$ cat src/logic/pmi_pkg.sv
// Constants and carrier types for the management interrupt block.
// Assumes an APB slave with 32-bit data and word-aligned registers.
package pmi_pkg;
  // Register indices; byte address is four times the index
  localparam logic [7:0] IDX_ENABLE = 8'h12;
  localparam logic [7:0] IDX_STATUS = 8'h13;
  localparam int ADDR_SCALE = 4;
  // Width of the two registers
  localparam int REG_W = 16;
  // Field positions in the enable register
  localparam int EN_FORCE_BIT = 0;
  localparam int EN_GLOBAL_BIT = 1;
  // Field position of the pending bit in the status register
  localparam int ST_PEND_BIT = 2;
  // Lowest bit of the four event fields in both registers
  localparam int EVT_LSB = 4;
  localparam int EVT_W = 4;
  // Reset values
  localparam logic [3:0] EVT_RESET = 4'h0;
  localparam logic [31:0] RDATA_RESET = 32'h0000_0000;

  // Four events, same layout as bits 7..4 of both registers
  typedef struct packed {
    logic an;
    logic speed;
    logic duplex;
    logic link;
  } pmi_evt_t;

  // Line state sampled from the physical layer
  typedef struct packed {
    logic an_done;
    logic speed_100;
    logic full_duplex;
    logic link_up;
  } pmi_line_t;
endpackage

$ cat src/logic/pmi_irq.sv
// Management interrupt logic: event flags, gates and interrupt pins.
// Assumes an APB master on pclk and line state synchronous to pclk.
//
// Operation
// - Negotiation-done event needs its gate bit
// - Speed event needs its gate bit
// - Duplex event needs its gate bit
// - Link event needs its gate bit
// - Global gate off disables all event interrupts; test force still drives the pin
// - Test force drives interrupt pin low
// - Flag set when negotiation completes
// - Flag set when speed changes
// - Flag set when duplex mode changes
// - Flag set when link state changes
// - Reading status register clears event flags
// - Read-only pending bit shows interrupt pending
`timescale 1ns/10ps
module pmi_irq #(
  parameter int ADDR_W = 8
) (
  input wire logic pclk,
  input wire logic presetn,
  input wire logic psel,
  input wire logic penable,
  input wire logic pwrite,
  input wire logic [ADDR_W-1:0] paddr,
  input wire logic [31:0] pwdata,
  input wire logic [3:0] pstrb,
  output logic [31:0] prdata,
  output logic pready,
  output logic pslverr,
  input wire pmi_pkg::pmi_line_t line_state,
  output logic mgmt_irq_n,
  output logic irq
);

  // Register byte addresses
  localparam logic [ADDR_W-1:0] ADDR_ENABLE =
    ADDR_W'(pmi_pkg::IDX_ENABLE * pmi_pkg::ADDR_SCALE);
  localparam logic [ADDR_W-1:0] ADDR_STATUS =
    ADDR_W'(pmi_pkg::IDX_STATUS * pmi_pkg::ADDR_SCALE);

  // Software state
  pmi_pkg::pmi_evt_t event_gate; // Per-event gate bits
  logic irq_global_gate; // Global enable
  logic irq_test_force; // Force interrupt pin
  // Hardware state
  pmi_pkg::pmi_evt_t flags; // Sticky event flags
  pmi_pkg::pmi_evt_t captured; // Flags handed out by a status read
  pmi_pkg::pmi_line_t line_prev; // Line state one cycle ago
  logic primed; // Line history valid

  // Bus phase decode
  wire setup_phase = psel && !penable;
  wire access_phase = psel && penable;
  wire hit_enable = (paddr == ADDR_ENABLE);
  wire hit_status = (paddr == ADDR_STATUS);
  wire hit_any = hit_enable || hit_status;
  wire wr_enable = access_phase && pwrite && hit_enable && pstrb[0];
  wire rd_status = access_phase && !pwrite && hit_status;

  // Zero-wait slave, error on unmapped address
  assign pready = 1'b1;
  assign pslverr = access_phase && !hit_any;

  // Edge detection on the line state
  wire an_rise = primed && line_state.an_done && !line_prev.an_done;
  wire speed_chg = primed && (line_state.speed_100 != line_prev.speed_100);
  wire duplex_chg = primed && (line_state.full_duplex != line_prev.full_duplex);
  wire link_chg = primed && (line_state.link_up != line_prev.link_up);
  wire pmi_pkg::pmi_evt_t set_evt = '{an: an_rise, speed: speed_chg,
    duplex: duplex_chg, link: link_chg};

  // Flags handed out are dropped at the read; new sets win
  wire pmi_pkg::pmi_evt_t clr_evt = rd_status ? captured : pmi_pkg::EVT_RESET;
  wire pmi_pkg::pmi_evt_t next_flags = (flags & ~clr_evt) | set_evt;

  // Gated events and interrupt condition
  wire pmi_pkg::pmi_evt_t gated = flags & event_gate;
  wire pending = (irq_global_gate && |gated) || irq_test_force;
  assign irq = !mgmt_irq_n;

  // Read images; reserved bits read as zero
  wire [pmi_pkg::REG_W-1:0] enable_img = pmi_pkg::REG_W'({event_gate, 2'b00,
    irq_global_gate, irq_test_force});
  wire [pmi_pkg::REG_W-1:0] status_img = pmi_pkg::REG_W'({flags, 1'b0,
    pending, 2'b00});
  wire [pmi_pkg::REG_W-1:0] read_img = hit_enable ? enable_img :
    (hit_status ? status_img : '0);

  // Line history, first cycle after reset only primes it
  always_ff @(posedge pclk or negedge presetn) begin
    if (!presetn) begin
      line_prev <= pmi_pkg::EVT_RESET;
      primed <= 1'b0;
    end else begin
      line_prev <= line_state;
      primed <= 1'b1;
    end
  end

  // Sticky event flags
  always_ff @(posedge pclk or negedge presetn) begin
    if (!presetn) begin
      flags <= pmi_pkg::EVT_RESET;
    end else begin
      flags <= next_flags;
    end
  end

  // Control register; reserved bits are not stored
  always_ff @(posedge pclk or negedge presetn) begin
    if (!presetn) begin
      event_gate <= pmi_pkg::EVT_RESET;
      irq_global_gate <= 1'b0;
      irq_test_force <= 1'b0;
    end else if (wr_enable) begin
      event_gate <= pwdata[pmi_pkg::EVT_LSB +: pmi_pkg::EVT_W];
      irq_global_gate <= pwdata[pmi_pkg::EN_GLOBAL_BIT];
      irq_test_force <= pwdata[pmi_pkg::EN_FORCE_BIT];
    end
  end

  // Read data taken in setup, held through access
  always_ff @(posedge pclk or negedge presetn) begin
    if (!presetn) begin
      prdata <= pmi_pkg::RDATA_RESET;
      captured <= pmi_pkg::EVT_RESET;
    end else if (setup_phase) begin
      prdata <= {16'h0000, read_img};
      captured <= (hit_status && !pwrite) ? flags : pmi_pkg::EVT_RESET;
    end
  end

  // Interrupt pin, active low
  always_ff @(posedge pclk or negedge presetn) begin
    if (!presetn) begin
      mgmt_irq_n <= 1'b1;
    end else begin
      mgmt_irq_n <= !pending;
    end
  end

  // Checks
  // Lone negotiation flag reaches the pin only through its gate
  property p_an_gate;
    @(posedge pclk) disable iff (!presetn)
    (flags == 4'h8 && !irq_test_force && irq_global_gate)
      |=> (mgmt_irq_n == !$past(event_gate.an));
  endproperty
  a_an_gate: assert property (p_an_gate) else $error("an gate wrong");

  // Lone speed flag reaches the pin only through its gate
  property p_speed_gate;
    @(posedge pclk) disable iff (!presetn)
    (flags == 4'h4 && !irq_test_force && irq_global_gate)
      |=> (mgmt_irq_n == !$past(event_gate.speed));
  endproperty
  a_speed_gate: assert property (p_speed_gate) else $error("speed gate wrong");

  // Lone duplex flag reaches the pin only through its gate
  property p_duplex_gate;
    @(posedge pclk) disable iff (!presetn)
    (flags == 4'h2 && !irq_test_force && irq_global_gate)
      |=> (mgmt_irq_n == !$past(event_gate.duplex));
  endproperty
  a_duplex_gate: assert property (p_duplex_gate) else $error("duplex gate wrong");

  // Lone link flag reaches the pin only through its gate
  property p_link_gate;
    @(posedge pclk) disable iff (!presetn)
    (flags == 4'h1 && !irq_test_force && irq_global_gate)
      |=> (mgmt_irq_n == !$past(event_gate.link));
  endproperty
  a_link_gate: assert property (p_link_gate) else $error("link gate wrong");

  // Global gate off and no force keep the pin high
  property p_global_off;
    @(posedge pclk) disable iff (!presetn)
    (!irq_global_gate && !irq_test_force) |=> mgmt_irq_n;
  endproperty
  a_global_off: assert property (p_global_off) else $error("irq while disabled");

  // Force pulls the pin low one cycle later
  property p_force;
    @(posedge pclk) disable iff (!presetn)
    irq_test_force |=> !mgmt_irq_n && irq;
  endproperty
  a_force: assert property (p_force) else $error("force ignored");

  // Rising negotiation-done sets its flag
  property p_an_set;
    @(posedge pclk) disable iff (!presetn)
    (primed && line_state.an_done && !line_prev.an_done) |=> flags.an;
  endproperty
  a_an_set: assert property (p_an_set) else $error("an flag not set");

  // Speed change sets its flag
  property p_speed_set;
    @(posedge pclk) disable iff (!presetn)
    (primed && $changed(line_state.speed_100)) |=> flags.speed;
  endproperty
  a_speed_set: assert property (p_speed_set) else $error("speed flag not set");

  // Duplex change sets its flag
  property p_duplex_set;
    @(posedge pclk) disable iff (!presetn)
    (primed && $changed(line_state.full_duplex)) |=> flags.duplex;
  endproperty
  a_duplex_set: assert property (p_duplex_set) else $error("duplex flag not set");

  // Link change sets its flag
  property p_link_set;
    @(posedge pclk) disable iff (!presetn)
    (primed && $changed(line_state.link_up)) |=> flags.link;
  endproperty
  a_link_set: assert property (p_link_set) else $error("link flag not set");

  // Flags returned by a status read are cleared
  property p_read_clear;
    @(posedge pclk) disable iff (!presetn)
    (setup_phase && !pwrite && hit_status) ##1 (access_phase && set_evt == 4'h0)
      |=> ((flags & $past(captured)) == 4'h0);
  endproperty
  a_read_clear: assert property (p_read_clear) else $error("flags not cleared");

  // Pending bit in the read image follows the interrupt condition
  property p_pend_bit;
    @(posedge pclk) disable iff (!presetn)
    (setup_phase && !pwrite && hit_status)
      |=> (prdata[pmi_pkg::ST_PEND_BIT] == $past(pending)) && (prdata[31:8] == 24'h0);
  endproperty
  a_pend_bit: assert property (p_pend_bit) else $error("pending bit wrong");

  // Condition held two cycles shows on the pin
  property p_pin;
    @(posedge pclk) disable iff (!presetn)
    pending [*2] |-> !mgmt_irq_n;
  endproperty
  a_pin: assert property (p_pin) else $error("pin not low");

  // Any change seen while a read clears the flags survives it
  property p_set_wins;
    @(posedge pclk) disable iff (!presetn)
    (rd_status && |set_evt) |=> ((flags & $past(set_evt)) == $past(set_evt));
  endproperty
  a_set_wins: assert property (p_set_wins) else $error("change lost to clear");

  // Without a change or a status read the flags keep their value
  property p_hold;
    @(posedge pclk) disable iff (!presetn)
    (!rd_status && set_evt == 4'h0) |=> (flags == $past(flags));
  endproperty
  a_hold: assert property (p_hold) else $error("flag moved");

  // Flagged events with all their gates shut leave the pin high
  property p_shut;
    @(posedge pclk) disable iff (!presetn)
    (!irq_test_force && ((flags & event_gate) == 4'h0)) |=> mgmt_irq_n;
  endproperty
  a_shut: assert property (p_shut) else $error("leak");

  // Status image carries the flags and reads zero in reserved bits 3 and 1..0
  property p_status_img;
    @(posedge pclk) disable iff (!presetn)
    (setup_phase && !pwrite && hit_status)
      |=> (prdata[pmi_pkg::EVT_LSB +: pmi_pkg::EVT_W] == $past(flags))
        && (prdata[3] == 1'b0) && (prdata[1:0] == 2'b00);
  endproperty
  a_status_img: assert property (p_status_img) else $error("status image wrong");

  // A full enable write lands in the gate bits at once
  property p_enable_wr;
    @(posedge pclk) disable iff (!presetn)
    wr_enable |=> (event_gate == $past(pwdata[pmi_pkg::EVT_LSB +: pmi_pkg::EVT_W]))
      && (irq_global_gate == $past(pwdata[pmi_pkg::EN_GLOBAL_BIT]))
      && (irq_test_force == $past(pwdata[pmi_pkg::EN_FORCE_BIT]));
  endproperty
  a_enable_wr: assert property (p_enable_wr) else $error("write lost");

  // A write without the low byte strobe changes nothing
  property p_strobe_off;
    @(posedge pclk) disable iff (!presetn)
    (access_phase && pwrite && hit_enable && !pstrb[0])
      |=> $stable(event_gate) && $stable(irq_global_gate) && $stable(irq_test_force);
  endproperty
  a_strobe_off: assert property (p_strobe_off) else $error("write without strobe");

  // Main scenarios
  // Gated event pulls the pin
  c_gated_irq: cover property (@(posedge pclk) disable iff (!presetn)
    (|gated && irq_global_gate) ##1 !mgmt_irq_n);
  // Read empties the flags
  c_read_clear: cover property (@(posedge pclk) disable iff (!presetn)
    (rd_status && |captured) ##1 (flags == 4'h0));
  // Change meets a clearing read
  c_set_on_clear: cover property (@(posedge pclk) disable iff (!presetn)
    rd_status && |(captured & set_evt));
  // Unmapped address answered with an error
  c_unmapped: cover property (@(posedge pclk) disable iff (!presetn) pslverr);
  // Test force pulls the pin
  c_forced: cover property (@(posedge pclk) disable iff (!presetn)
    irq_test_force ##1 !mgmt_irq_n);

endmodule

$ cat config.mk
export PLATFORM = sky130hd
export DESIGN_NAME = pmi_irq
export DESIGN_NICKNAME = d
export VERILOG_FILES = /design/src/logic/pmi_pkg.sv /design/src/logic/pmi_irq.sv
export SDC_FILE = /design/constraint.sdc
export NUM_CORES = 1
export LEC_CHECK = 0
export BUFFER_PORTS_ARGS = -buffer_cell sky130_fd_sc_hd__buf_2
export CAP_MARGIN = 20
export CELL_PAD_IN_SITES_DETAIL_PLACEMENT = 1
export CELL_PAD_IN_SITES_GLOBAL_PLACEMENT = 2
export CORE_ASPECT_RATIO = 0.6
export CORE_MARGIN = 1.5
export CORE_UTILIZATION = 23
export DETAILED_ROUTE_END_ITERATION = 8
export PLACE_DENSITY = 0.88
export SLEW_MARGIN = 20
export SYNTH_ARGS = -nofsm -noshare
export SYNTH_HDL_FRONTEND = slang
export SYNTH_SLANG_ARGS = --single-unit
$ cat constraint.sdc
create_clock -name pclk -period 1.3 [get_ports pclk]
set_clock_uncertainty 0.2 [all_clocks]
set_input_delay 0.195 -clock pclk [delete_from_list [all_inputs] [get_ports pclk]]
set_output_delay 0.195 -clock pclk [all_outputs]
set_load 0.02 [all_outputs]
==> metrics.txt <==
Avg WL per Cell 12.0 µm; Inserted Diodes 0; failing checks negative setup slack; f_max 683 MHz; XOR/XNOR Fraction of Synth Area 0.0189; worst skew pair latency 0.27 ns; vias in the first global route 1032; reg2reg end enable_img[5]$_DFFE_PN0P_; Crit path max-delay family simple AND/OR/NAND/NOR gates; commonest cells after routing, fill and taps aside buf_2 (28), conb_1 (27), dfrtp_1 (26); Leak Pwr 0.979 nW; sum of buffers and inverters on the critical path 3; reg2reg start enable_img[5]$_DFFE_PN0P_; Residual DRC 0; Synth Area in Simple Gates 0.146; Pre-antenna DRT Iters 4; Routed Antenna Nets 0; most common cell after layout, fill and taps aside buf_2; Clock Tree Root clkbuf_8; syn_area_per_cell 10.9 µm²; type of the worst setup path in2out; dpl ws -0.428 ns; CTS sink cnt 27; Top cell by count, worst path buf_6; fin worst setup slack -0.163 ns; Yosys reg bits 27; WL final 3280 µm; R2R depth 3; Crit path depth 6; global route overflow 0; Die Height 63.3 µm; DP Area 1700 µm²; post-synthesis mux area share 0.0934; critical path's slowest cell nor4b_4; fin area 1950 µm²; Max Slew Vio Count 0; period utilisation layout 1.13; setup TNS -0.693 ns; largest net degree at the start of global routing 28; CP max stage delay 0.27 ns; Compound-Gate Fraction of Synth Area 0.0881; crit path capture type primary output; P&R area growth vs syn 39.9%; I/O pins 89; sequential area share after synthesis 0.486; final setup violation count 13; Pwr Density 812 nW/µm²; Worst EP required 0.90 ns; routed vias/inst 3.88; routed vias 1063; non-filler cells, final 274; CTS tree built; Core ar. 5700 µm²; outcome complete, but fails checks; Mapped Cells 128; IO Port Bufs 33; initial antenna violation count 0; Global Route Usage Sum 0.108; die area 6550 µm²; RSZ-0062 raised after global routing yes; IR drop worst, VDD 0.000385 V; placed cells 256; DP HPWL 2610 µm; DRT iter0 DRCs 22; Worst setup endpoint pslverr; RD Place Congestion 0.857; H-tree Lvls 1; flop-to-flop setup slack 0.08 ns; first-pass GRT wire length 5340 µm; Final Hold Violating Endpoints 0; # rows 21; final net count 248; worst path cell trace buf_6, nor4b_4, buf_4, nand3_2, and3_4, buf_6; Die X 103 µm; Final min period 1.46 ns; max-cap violations 0; YS warnings 0; Worst-path clk slew 0.08 ns; HP Class in2reg; Mapped Area 1390 µm²; synth unique cells 28; Clock Path Buffers 2; layout cell share with drive strength beyond 1 0.397; Synth Area in Adders 0; largest family of logic cells by synthesized area buffers and inverters; Initial Util 0.244; CP startpoint kind input pin; crit path max fanout 2; critical path data arrival time 1.07 ns; Setup crit start paddr[4]; cts bufs inserted 3
[synthesized netlist by cell type]
| library cell | number | share of area |
|---|---|---|
| o21ai_0 | 8 | 0.029 |
| dfstp_2 | 1 | 0.019 |
| nand3_1 | 5 | 0.018 |
| o22ai_1 | 1 | 0.0045 |
| a22oi_1 | 2 | 0.011 |
| nor4b_4 | 1 | 0.017 |
| a21oi_1 | 1 | 0.0036 |
| conb_1 | 2 | 0.0054 |
| inv_1 | 2 | 0.0054 |
| a22o_1 | 3 | 0.019 |
| mux2_4 | 6 | 0.065 |
| clkbuf_1 | 2 | 0.0054 |
| and3_1 | 2 | 0.0090 |
| buf_4 | 26 | 0.14 |
| nand4_1 | 1 | 0.0045 |
| buf_2 | 1 | 0.0036 |
| nand2_1 | 18 | 0.049 |
| dfrtp_1 | 26 | 0.47 |
| mux2i_1 | 4 | 0.029 |
| nand2b_1 | 2 | 0.0090 |
| xor2_1 | 3 | 0.019 |
| o31ai_1 | 4 | 0.022 |
| nor2_1 | 1 | 0.0027 |
| nor2b_1 | 1 | 0.0045 |
| nand3_4 | 1 | 0.013 |
| and4b_1 | 2 | 0.014 |
| buf_6 | 1 | 0.0081 |
| nand3b_1 | 1 | 0.0054 |
[tightest hold or removal path, stage by stage]
cell and delay, ns:
buf_2 0.12, nand4_1 0.07, o21ai_0 0.06, o21ai_0 0.07
[worst min path at each step]
stage	startpoint	end	slack [ns]	cells past startpoint
floorplan	presetn	captured[0]$_DFFE_PN0P_	-0.30	0
global placement	presetn	prdata[6]$_DFFE_PN0P_	0.004	2
detailed placement	presetn	prdata[6]$_DFFE_PN0P_	0.02	2
CTS	paddr[3]	flags[3]$_DFF_PN0_	0.06	4
global route	paddr[3]	flags[3]$_DFF_PN0_	0.07	4
finish	paddr[3]	flags[3]$_DFF_PN0_	0.07	4
[power breakdown]
part           internal, mW  leakage, nW  switching [mW]
registers             0.850        0.341         0.00608
logic                 0.100        0.616           0.154
clock network         0.220       0.0228           0.252
[cells by family (layout without fill, tap and decap cells)]
logic type | Yosys count | count (layout)
AND/OR/NAND/NOR | 35 | 35
buffers and inverters | 32 | 73
flip-flops | 27 | 27
AO/OA/AOI/OAI | 19 | 19
multiplexers | 10 | 10
XOR/XNOR | 3 | 3
other | 2 | 27
[per-layer routing]
layer	wire length, µm	GRT usage	vias up
met5	0	0	-
met4	24	0.0203	0
met3	148	0.0333	3
met2	1430	0.152	24
met1	1680	0.161	517
li1	-	-	519
[registers in the layout (all words and copies together) (netlist names)]
register and cells:
primed 1, flags 4, line_prev 4, captured 4, irq_test_force 1, prdata 7
mgmt_irq_n 1, enable_img 4, irq_global_gate 1
[area by class of cell]
cell class	count	area (µm²)
clock buffer	4	45.0
fill	665	3750
inverter	2	7.51
multi-input combinational	94	627
sequential	27	677
tap	80	100
timing repair buffer	67	492
[repair_timing]
action,CTS,global route
buffers inserted,1,3
hold buffers,11,0
pin swaps,3,6
endpoints found under the setup margin,17,22
gates resized for setup,15,4
hold endpoints to repair,38,0
[per-stage QoR]
step	hold slack [ns]	utilization	power [mW]
final	0.0707	0.342	1.58
after detailed placement	0.0181	0.297	1.09
after global routing	0.0651	0.342	1.67
after global placement	0.00374	0.297	1.08
after CTS	0.0568	0.336	1.61
after floorplan	-0.301	-	1.05
No activity file was read; power rests on OpenSTA's default activity.
